## config.mk

```make
export PLATFORM = sky130hd
export DESIGN_NAME = registered_bidir_transceiver16
export DESIGN_NICKNAME = d
export VERILOG_FILES = /design/src/rtl/xcvr_pkg.sv /design/src/rtl/registered_bidir_transceiver16.sv
export VERILOG_INCLUDE_DIRS = /design/src /design/src/rtl
export SDC_FILE = /design/constraint.sdc
export NUM_CORES = 1
export LEC_CHECK = 0
export CORE_MARGIN = 10
export CORE_UTILIZATION = 50
export DETAILED_ROUTE_END_ITERATION = 6
export DONT_BUFFER_PORTS = 1
export PLACE_DENSITY_LB_ADDON = 0.2
export SKIP_CTS_REPAIR_TIMING = 1
export SYNTH_ARGS = -nofsm -noshare
export SYNTH_HDL_FRONTEND = slang
export SYNTH_SLANG_ARGS = --single-unit
```

## constraint.sdc

```tcl
create_clock -name mclk -period 1.7 [get_ports mclk]
set_clock_uncertainty 0.05 [all_clocks]
set_input_delay 0.255 -clock mclk [delete_from_list [all_inputs] [get_ports mclk]]
set_output_delay 0.255 -clock mclk [all_outputs]
set_load 0.1 [all_outputs]
```

## src/rtl/xcvr_consts.svh

```systemverilog
/*
 Constants for the registered 16-bit bidirectional transceiver.
 Assumes inclusion by its bare name from the design file.
*/
`ifndef XCVR_CONSTS_SVH
`define XCVR_CONSTS_SVH
`define XCVR_WORD_W 16
`define XCVR_SECT_W 8
`define XCVR_DATA_RST 16'h0000
`endif

```

## src/rtl/xcvr_pkg.sv

```systemverilog
/*
 Types for the registered 16-bit bidirectional transceiver.
 Assumes the constants header is available on the include path.
*/
`include "xcvr_consts.svh"
package xcvr_pkg;
	typedef logic [`XCVR_WORD_W-1:0] word_t;
	typedef logic [`XCVR_SECT_W-1:0] sect_t;
endpackage

```

## src/rtl/registered_bidir_transceiver16.sv

```systemverilog
/*
 Registered 16-bit transceiver between buses A and B, one register per
 direction, each built of two 8-bit sections on shared controls.
 Assumes every pin is asynchronous to mclk; all but nrst are synchronised on
 two flip-flops, and the two direction clocks are sampled as inputs.
*/
`timescale 1ns/100ps
`include "xcvr_consts.svh"

module registered_bidir_transceiver16 (
	// System
	input wire logic mclk,
	input wire logic nrst,
	// A-to-B controls
	input wire logic a_to_b_clock,
	input wire logic a_to_b_clock_enable_n,
	input wire logic a_to_b_output_enable_n,
	// B-to-A controls
	input wire logic b_to_a_clock,
	input wire logic b_to_a_clock_enable_n,
	input wire logic b_to_a_output_enable_n,
	// A bus pins
	input wire xcvr_pkg::word_t a_in,
	input wire logic a_in_driven,
	output xcvr_pkg::word_t a_out,
	output logic a_oe,
	// B bus pins
	input wire xcvr_pkg::word_t b_in,
	input wire logic b_in_driven,
	output xcvr_pkg::word_t b_out,
	output logic b_oe
);
	// Control pins, first synchroniser stage; read only by the second
	logic [5:0] ctl_s1_r;
	// Control pins, second stage; the only copy that logic may read
	logic [5:0] ctl_s2_r;
	// Driver-presence flags: A in bit 1, B in bit 0
	logic [1:0] drv_s1_r;
	logic [1:0] drv_s2_r;
	// Data pins through the same two stages as the controls
	xcvr_pkg::word_t a_s1_r;
	xcvr_pkg::word_t a_s2_r;
	xcvr_pkg::word_t b_s1_r;
	xcvr_pkg::word_t b_s2_r;
	// Direction clock levels one cycle older, for edge detection
	logic [1:0] clk_prev_r;
	// Bus-hold keepers: last level seen while an outside driver was on
	xcvr_pkg::word_t a_hold_r;
	xcvr_pkg::word_t b_hold_r;
	// The two direction registers
	xcvr_pkg::word_t ab_r;
	xcvr_pkg::word_t ba_r;
	// Synchronised controls under readable names
	logic ab_clk;
	logic ab_ce_n;
	logic ab_oe_n;
	logic ba_clk;
	logic ba_ce_n;
	logic ba_oe_n;
	// Load strobes, one per direction, shared by both sections
	logic ab_load;
	logic ba_load;
	// Value each register would take: live pin or kept level
	xcvr_pkg::word_t ab_src;
	xcvr_pkg::word_t ba_src;

	// Load condition for one section group
	function automatic logic load_now(input logic clk_now,
		input logic clk_old, input logic ce_n);
		load_now = clk_now & ~clk_old & ~ce_n;
	endfunction

	// One 8-bit section of a word, picked by its index
	function automatic xcvr_pkg::sect_t sect_of(input xcvr_pkg::word_t w,
		input int idx);
		sect_of = w[idx*`XCVR_SECT_W +: `XCVR_SECT_W];
	endfunction

	// Bus hold: live pin while driven, otherwise the kept level
	function automatic xcvr_pkg::word_t pick_src(input xcvr_pkg::word_t live,
		input xcvr_pkg::word_t held, input logic driven);
		pick_src = driven ? live : held;
	endfunction

	// Control bit order matches the synchroniser's concatenation
	assign ab_clk = ctl_s2_r[5];
	assign ab_ce_n = ctl_s2_r[4];
	assign ab_oe_n = ctl_s2_r[3];
	assign ba_clk = ctl_s2_r[2];
	assign ba_ce_n = ctl_s2_r[1];
	assign ba_oe_n = ctl_s2_r[0];

	// Qualified rising edges; the two sections never load apart
	assign ab_load = load_now(ab_clk, clk_prev_r[1], ab_ce_n);
	assign ba_load = load_now(ba_clk, clk_prev_r[0], ba_ce_n);

	// Bus hold keeps a released input from loading a floating level
	assign ab_src = pick_src(a_s2_r, a_hold_r, drv_s2_r[1]);
	assign ba_src = pick_src(b_s2_r, b_hold_r, drv_s2_r[0]);

	// Synchronise controls
	always_ff @(posedge mclk or negedge nrst) begin
		if (!nrst) begin
			ctl_s1_r <= 6'h3f;
			ctl_s2_r <= 6'h3f;
		end else begin
			ctl_s1_r <= {a_to_b_clock, a_to_b_clock_enable_n,
				a_to_b_output_enable_n, b_to_a_clock,
				b_to_a_clock_enable_n, b_to_a_output_enable_n};
			ctl_s2_r <= ctl_s1_r;
		end
	end

	// Synchronise driver-presence flags
	always_ff @(posedge mclk or negedge nrst) begin
		if (!nrst) begin
			drv_s1_r <= 2'h0;
			drv_s2_r <= 2'h0;
		end else begin
			drv_s1_r <= {a_in_driven, b_in_driven};
			drv_s2_r <= drv_s1_r;
		end
	end

	// Synchronise A data; it must sit still around each load edge,
	// since the bits pass the two stages without a handshake
	always_ff @(posedge mclk or negedge nrst) begin
		if (!nrst) begin
			a_s1_r <= `XCVR_DATA_RST;
			a_s2_r <= `XCVR_DATA_RST;
		end else begin
			a_s1_r <= a_in;
			a_s2_r <= a_s1_r;
		end
	end

	// Synchronise B data, same stages as A
	always_ff @(posedge mclk or negedge nrst) begin
		if (!nrst) begin
			b_s1_r <= `XCVR_DATA_RST;
			b_s2_r <= `XCVR_DATA_RST;
		end else begin
			b_s1_r <= b_in;
			b_s2_r <= b_s1_r;
		end
	end

	// Previous clock levels for rising-edge detection
	always_ff @(posedge mclk or negedge nrst) begin
		if (!nrst) begin
			clk_prev_r <= 2'h3; // No false edge out of reset
		end else begin
			clk_prev_r <= {ctl_s2_r[5], ctl_s2_r[2]};
		end
	end

	// A bus keeper: follows the pin only while an outside driver is on
	always_ff @(posedge mclk or negedge nrst) begin
		if (!nrst) begin
			a_hold_r <= `XCVR_DATA_RST;
		end else if (drv_s2_r[1]) begin
			a_hold_r <= a_s2_r;
		end
	end

	// B bus keeper, same as A
	always_ff @(posedge mclk or negedge nrst) begin
		if (!nrst) begin
			b_hold_r <= `XCVR_DATA_RST;
		end else if (drv_s2_r[0]) begin
			b_hold_r <= b_s2_r;
		end
	end

	// A-to-B register; both sections take the same strobe, so one word.
	// Reset value is only a simulation convenience: real contents undefined.
	always_ff @(posedge mclk or negedge nrst) begin
		if (!nrst) begin
			ab_r <= `XCVR_DATA_RST;
		end else begin
			for (int s = 0; s < `XCVR_WORD_W / `XCVR_SECT_W; s++) begin
				if (ab_load) begin
					ab_r[s*`XCVR_SECT_W +: `XCVR_SECT_W] <=
						sect_of(ab_src, s);
				end
			end
		end
	end

	// B-to-A register, the mirror of the one above on its own controls
	always_ff @(posedge mclk or negedge nrst) begin
		if (!nrst) begin
			ba_r <= `XCVR_DATA_RST;
		end else begin
			for (int s = 0; s < `XCVR_WORD_W / `XCVR_SECT_W; s++) begin
				if (ba_load) begin
					ba_r[s*`XCVR_SECT_W +: `XCVR_SECT_W] <=
						sect_of(ba_src, s);
				end
			end
		end
	end

	// B pin drivers, registered so outputs come straight from flip-flops;
	// the enable thus reaches the pin three mclk edges after its own pin
	always_ff @(posedge mclk or negedge nrst) begin
		if (!nrst) begin
			b_out <= `XCVR_DATA_RST;
			b_oe <= 1'b0; // Pins float while in reset
		end else begin
			b_out <= ab_r;
			b_oe <= ~ab_oe_n;
		end
	end

	// A pin drivers, mirror of the B side
	always_ff @(posedge mclk or negedge nrst) begin
		if (!nrst) begin
			a_out <= `XCVR_DATA_RST;
			a_oe <= 1'b0;
		end else begin
			a_out <= ba_r;
			a_oe <= ~ba_oe_n;
		end
	end
endmodule

```

# --- After elaboration in Yosys (flattened, before gate mapping) ---
# Cells that the tools add are included.
word_totals:
  ff_bits: 180
  inputBits: 42
classes:
  muxes: 2
  bitwise: 10
op_table:
  columns: ["op", "count"]
  rows:
  - ["$mux W16", 2]
  - ["$not A1 Y1", 6]
  - ["$and A1 B1 Y1", 4]

# --- Logic depth before layout (Yosys ltp) ---
# Gate-level depths: netlist of the first run.
logic_depth:
  depth_word: 3
  ltp_mapped: 4
  mapped_depth_nobuf: 2

# --- Worst setup path before layout of the first run ---
# No wires, ideal clock.
synth_path:
  path_kind: "reg2reg"
  start: "register ctl_s2_r[2]"
  end: "register ba_r[10]"
  setup_ns: 0.125
  arrival_ns: 1.366
  required_ns: 1.525
  path_slack_ns: 0.159
  stages_incl_launch_ff: 4
  n_path_buf: 1
  path_cell_list: "dfstp_2 > nor3b_4 > buf_12 > mux2_4"
synth_between:
  elab_chain_cells: 2
synth_lines:
  columns: ["item", "line_no", "rtl"]
  rows:
  - ["from (decl)", "registered_bidir_transceiver16.sv:36", "logic [5:0] ctl_s2_r;"]
  - ["from (signal assigned)", "registered_bidir_transceiver16.sv:110", "ctl_s2_r <= ctl_s1_r;"]
  - ["$and A1 B1 Y1 (2 in a row)", "registered_bidir_transceiver16.sv:70", "load_now = clk_now & ~clk_old & ~ce_n;"]
  - ["to (signal assigned)", "registered_bidir_transceiver16.sv:193", "ba_r <= `XCVR_DATA_RST;"]
  - ["to (signal, indexed assignment)", "registered_bidir_transceiver16.sv:197", "ba_r[s*`XCVR_SECT_W +: `XCVR_SECT_W] <="]
  - ["to (decl)", "registered_bidir_transceiver16.sv:52", "xcvr_pkg::word_t ba_r;"]
# Every way passes these cells.
# A chain may end at the register's enable or synchronous reset.

# --- Worst setup path after layout of the first run ---
layout_path:
  start: "register b_out[10]"
  end: "output port b_out[10]"
layout_rtl:
  columns: ["item", "line_no", "rtl"]
  rows:
  - ["from (decl)", "registered_bidir_transceiver16.sv:30", "output xcvr_pkg::word_t b_out,"]
  - ["from (signal assigned)", "registered_bidir_transceiver16.sv:208", "b_out <= `XCVR_DATA_RST;"]
  - ["from (signal assigned)", "registered_bidir_transceiver16.sv:211", "b_out <= ab_r;"]
# No word-level cell between the ends.

==> results of run 1 <==
## registers in the layout, summed over array words and instances (netlist names), 16 cells and up
| register | cells |
|---|---|
| a_s1_r | 16 |
| b_s1_r | 16 |
| a_out | 16 |
| a_hold_r | 16 |
| b_out | 16 |
| ab_r | 16 |
| ba_r | 16 |
| b_hold_r | 16 |
| a_s2_r | 16 |
| b_s2_r | 16 |
## where the power goes
part | switching, W | internal [W] | leakage (nW)
sequential | 0.000211 | 0.00483 | 2.10
clock | 0.00151 | 0.00258 | 0.314
combinational | 0.00159 | 0.000616 | 0.796
total | 0.00332 | 0.00802 | 3.21
## cell families after synthesis
family | count (synthesis) | share of synthesized area, %
muxes | 64 | 15.9
DFF | 180 | 81.6
and+or+nand+nor | 2 | 0.678
buffers and inverters | 8 | 1.83
## path summary, 6_finish.rpt
kind	from	to	slack, ns	cells after the start
max in group asynchronous	nrst	ctl_s2_r[4]	1.83	0
max	b_out[10]	b_out[10]	0.19	1
min in group mclk	b_to_a_clock_enable_n	ctl_s1_r[1]	0.22	1
max reg2reg	ctl_s2_r[5]	ab_r[0]	0.21	3
min	nrst	a_s1_r[5]	-0.63	0
min reg2reg	a_s1_r[2]	a_s2_r[2]	0.30	0
## stage by stage
step	utilization [%]	setup slack, ns	hold WS (ns)	cells	power, W
CTS	60.8	0.156	-0.658	458	0.0114
floorplan	-	0.159	-0.0906	254	0.00682
detailed placement	54.9	0.203	-0.0830	426	0.00728
global placement	54.9	0.244	-0.0826	426	0.00724
finish	64.5	0.195	-0.628	498	0.0113
global route	64.5	0.138	-0.666	498	0.0118
## cell usage after synthesis, drive strengths merged
| cell type | number | area, um^2 |
|---|---|---|
| dfstp | 14 | 368 |
| inv | 2 | 7.51 |
| mux2 | 64 | 878 |
| dfrtp | 166 | 4150 |
| nor3b | 2 | 37.5 |
| buf | 6 | 93.8 |
## layout by cell type (no fill, tap or decap), drive strengths merged
cell	count
clkbuf	23
clkinvlp	1
inv	2
clkinv	4
dfrtp	166
nor3b	2
buf	38
dlygate4sd3	40
dfstp	14
mux2	64
bufinv	4
## metal layers
metal | up-vias | wire (um) | global-route usage [%] | share of wire (%)
li1 | 1019 | - | - | -
met1 | 1213 | 3560 | 13.4 | 44
met2 | 57 | 3930 | 16.2 | 48
met3 | 15 | 490 | 5.15 | 6.0
met4 | 0 | 158 | 6.10 | 1.9
met5 | - | 0 | 0 | 0
## cell type report
cell class | count | area (um^2) | share of cell area [%]
inverters | 2 | 7.51 | 0.107
repair buffers | 78 | 736 | 10.5
well taps | 140 | 175 | 2.51
multi-input cells | 66 | 916 | 13.1
flip-flops and latches | 180 | 4520 | 64.7
clock buffers | 23 | 487 | 6.96
clock inverters | 9 | 148 | 2.11
==> reports/metrics.csv, run 1 <==
stage;metric;value;unit
final_layout;diodes;0;
timing;whs;-0.628;ns
placement;gp_congestion;0.682;
floorplanning;die_h;125;um
setup_path;slowest_stage;dfrtp_1;
placement;numPortBuffers;0;
detailed_routing;totalWireLength;8140;um
detailed_routing;viasPerCell;4.63;
detailed_routing;drt_iter0_drc;145;
floorplanning;ios;76;
setup_path;critPathCaptureType;output port;
pwr;power.density;1620;nW/um^2
status;failed_checks;negative hold slack;
setup_path;crit_buf_inv;1;
setup_path;required;1.39;ns
global_route;grt_pass1_vias;2481;
logic_synthesis;synth_seq_area_share;81.6;%
global_route;overflow;0;
detailed_routing;route.detailed.drc;0;
timing;slew_headroom;74.3;%
clock_network;cts_root_buffer;clkbuf_8;
global_route;grt_max_degree;181;
final_layout;final_net_count;387;
floorplanning;core-area;10800;um^2
timing;maxSlewViolCount;0;
final_layout;postLayoutCellArea;6990;um^2
setup_path;crit_chain;buf_4;
clock_network;cts-buffers-inserted;17;
setup_path;arrival;1.20;ns
hold_path;hp-class;in -> async;
floorplanning;die-area;15700;um^2
timing;setup_viol;0;
timing;fin_crit_sh;88.5;%
status;status;complete, but fails checks;
logic_synthesis;syn-instance-count;254;
setup_path;start_kind;register;
final_layout;drive_gt1_share;41.6;%
setup_path;crit_fanout;1;
global_route;grt_pass1_wl;13500;um
setup_path;slowest_delay;0.37;ns
clock_network;cts_tree;built;
logic_synthesis;synthesis.nets;296;
clock_network;clk_latency;0.53;ns
floorplanning;rows;38;
clock_network;cts_buffer_depth;2;
timing;rsz0062_at_grt;no;
final_layout;nFillCells;730;
setup_path;worstSetupPathType;reg -> out;
logic_synthesis;synthDistinctLibCells;8;
job;maxCapViolations;0;
clock_network;cts.reportedPaths.clkPinSlew;0.06;ns
logic_synthesis;avgSynthCellArea;21.8;um^2
pwr;ir_drop;1.10;mV
timing;tightestPinTransition;0.386;ns
setup_path;crit_family;flip-flops;
clock_network;h-tree-depth;4;
final_layout;syn2layout_area_growth;26.2;%
floorplanning;die_w;125;um
placement;placedInstanceArea;5960;um^2
timing;fin_crit;1.51;ns
detailed_routing;ant_nets;0;
detailed_routing;first_pass_iters;4;
global_route;grt_usage;11.1;%
floorplanning;start_util;51.1;%
detailed_routing;vias;2304;
pwr;leakage;3.21;nW
timing;fin_setup_tns;0;ns
timing;max_freq;664;MHz
logic_synthesis;ys_warn_count;0;
placement;hpwl;4690;um
global_route;antenna_found_initial;0;
clock_network;cts_sinks;180;
logic_synthesis;syn_area;5540;um^2
detailed_routing;post_drt_wl_per_cell;16.4;um
logic_synthesis;synth_seq_cells;180;
timing;final_hold_viol_count;180;
Power figures use the tool's default switching activity.
==> run 2, diff against run 1 <==
--- a/config.mk
+++ b/config.mk
@@ -10,7 +10,7 @@
 export CORE_UTILIZATION = 50
 export DETAILED_ROUTE_END_ITERATION = 6
 export DONT_BUFFER_PORTS = 1
-export PLACE_DENSITY_LB_ADDON = 0.2
+export PLACE_DENSITY = 0.69
 export SKIP_CTS_REPAIR_TIMING = 1
 export SYNTH_ARGS = -nofsm -noshare
 export SYNTH_HDL_FRONTEND = slang
==> run 2 against run 1 <==
Compared with the run above: the run still ends with negative hold slack left; sequential cell count unchanged; global-route usage down 0.31 points; final cell count unchanged; register-to-register slack better by 0.02 ns; core utilization up 0.28 points; non-clock buffer count unchanged; die area unchanged; critical path type unchanged; largest power group unchanged.
==> reports/metrics.csv, run 2 (same netlist as run 1, synthesis figures left out) <==
stage;metric;value;unit;change
status;status;complete, but fails checks;;
status;failed_checks;negative hold slack;;
placement;numPortBuffers;0;;unchanged
timing;slew_headroom;80.2;%;+5.9 points
global_route;grt_usage;10.8;%;-0.31 points
timing;fin_crit_sh;88.9;%;+0.34 points
global_route;grt_max_degree;181;;unchanged
setup_path;crit_fanout;1;;unchanged
final_layout;diodes;0;;unchanged
pwr;power.switching;0.00335;W;+1.1%
floorplanning;die-area;15700;um^2;unchanged
setup_path;crit_cells;1;;unchanged
clock_network;cts_root_buffer;clkbuf_8;;
pwr;leakage;3.20;nW;about the same
detailed_routing;totalWireLength;8030;um;-1.4%
final_layout;drive_gt1_share;41.3;%;-0.28 points
detailed_routing;viasPerCell;4.59;;-0.69%
floorplanning;rows;38;;unchanged
floorplanning;die_h;125;um;unchanged
detailed_routing;wl_met1;3480;um;-2.4%
placement;hpwl;4620;um;-1.4%
global_route;antenna_found_initial;0;;unchanged
pwr;comb_power_share;19.1;%;-0.4 points
pwr;power;0.0115;W;+1.7%
global_route;overflow;0;;unchanged
pwr;ir_drop;1.09;mV;-1.5%
placement;gp_congestion;0.623;;-8.6%
timing;setup_viol;0;;unchanged
setup_path;required;1.39;ns;about the same
detailed_routing;routed.top_layer;met4;;
placement;dp_slack;0.216;ns;+0.0128 ns
job;maxCapViolations;0;;unchanged
detailed_routing;vias;2288;;-0.69%
setup_path;crit_buf_inv;1;;unchanged
floorplanning;core-area;10800;um^2;unchanged
setup_path;crit_family;flip-flops;;
clock_network;clk_latency;0.53;ns;about the same
global_route;grt_pass1_wl;13100;um;-3.0%
detailed_routing;first_pass_iters;3;;-1
pwr;intPower;0.00818;W;+1.9%
detailed_routing;routed-wl-met3;473;um;-3.5%
timing;fin_setup_tns;0;ns;unchanged
floorplanning;start_util;51.1;%;unchanged
timing;max_freq;662;MHz;-0.38%
timing;rsz0062_at_grt;no;;
global_route;grt_pass1_vias;2427;;-2.2%
clock_network;cts.reportedPaths.clkPinSlew;0.07;ns;about the same
setup_path;arrival;1.21;ns;about the same
detailed_routing;wl_met2;3970;um;+1.1%
detailed_routing;drt_iter0_drc;155;;+6.9%
clock_network;cts_sinks;180;;unchanged
floorplanning;ios;76;;unchanged
setup_path;critPathCaptureType;output port;;
pwr;power.density;1640;nW/um^2;+1.3%
timing;fin_crit;1.51;ns;+0.00580 ns
clock_network;cts_tree;built;;
clock_network;cts-buffers-inserted;17;;unchanged
setup_path;start_kind;register;;
final_layout;syn2layout_area_growth;26.7;%;
setup_path;slowest_delay;0.38;ns;about the same
timing;whs;-0.634;ns;-0.00589 ns
hold_path;hp-class;in -> async;;
setup_path;crit_chain;buf_4;;
detailed_routing;ant_nets;0;;unchanged
timing;fin_ws;0.189;ns;-0.00580 ns
timing;tightestPinTransition;0.297;ns;-0.0889 ns
setup_path;reg2reg_depth;3;;unchanged
timing;maxSlewViolCount;0;;unchanged
floorplanning;die_w;125;um;unchanged
setup_path;worstSetupPathType;reg -> out;;
detailed_routing;post_drt_wl_per_cell;16.1;um;-1.4%
final_layout;final_cell_mix;166 x dfrtp_1, 42 x mux2_4, 40 x dlygate4sd3_1;;
pwr;power.share.clock;37.2;%;+1.1 points
pwr;p_seq_share;43.7;%;-0.8 points
detailed_routing;route.detailed.drc;0;;unchanged
pwr;p_sw_share;29.1;%;-0.17 points
final_layout;final_net_count;387;;unchanged
clock_network;h-tree-depth;4;;unchanged
timing;final_hold_viol_count;180;;unchanged
setup_path;slowest_stage;dfrtp_1;;
final_layout;final_common_cell;dfrtp_1;;
clock_network;cts_buffer_depth;2;;unchanged
-- run 2: cell count changes in the layout (fill, tap and decap cells not counted), moves of 2 or more --
| cell | before | now |
|---|---|---|
| clkinvlp_4 | 1 | 3 |
| clkinv_2 | 4 | 0 |
| clkbuf_8 | 6 | 2 |
| clkinv_4 | 0 | 2 |
| bufinv_16 | 4 | 6 |
-- run 2: stage by stage --
step,utilization [%],instance area (um^2),cells,hold slack [ns]
2_1_floorplan,-,5540,254,-0.0906
3_3_place_gp,54.9,5960,426,-0.0841
3_5_place_dp,54.9,5960,426,-0.0829
4_1_cts,61.1,6620,458,-0.652
5_1_grt,64.8,7020,498,-0.668
6_report,64.8,7020,498,-0.634
-- run 2: cell type report --
| type | count | area [um^2] |
|---|---|---|
| Timing Repair Buffer | 78 | 736 |
| Sequential cell | 180 | 4520 |
| Tap cell | 140 | 175 |
| Multi-Input combinational cell | 66 | 916 |
| Clock inverter | 12 | 229 |
| Fill cell | 710 | 3820 |
| Inverter | 2 | 7.51 |
| Clock buffer | 20 | 435 |
-- run 2: path summary, 6_finish.rpt --
kind	start	end	slack (ns)
setup reg to reg	ctl_s2_r[5]	ab_r[4]	0.23
hold / removal	nrst	b_out[15]	-0.63
min in group mclk	a_to_b_output_enable_n	ctl_s1_r[3]	0.22
hold reg to reg	drv_s1_r[1]	drv_s2_r[1]	0.30
setup / recovery	b_out[11]	b_out[11]	0.19
max in group asynchronous	nrst	ctl_s2_r[4]	1.94
-- run 2: power by group through the flow --
stage	Clock, W	Sequential, W	Combinational [W]
after floorplan	0	0.00641	0.000407
after global placement	0	0.00510	0.00213
after detailed placement	0	0.00513	0.00215
after CTS	0.00440	0.00505	0.00216
after global routing	0.00457	0.00510	0.00228
final	0.00429	0.00504	0.00221
-- run 2: per-layer routing --
layer | up-vias | track usage, %
li1 | 1026 | -
met1 | 1202 | 12.9
met2 | 53 | 15.9
met3 | 7 | 5.37
met4 | 0 | 5.28
met5 | - | 0
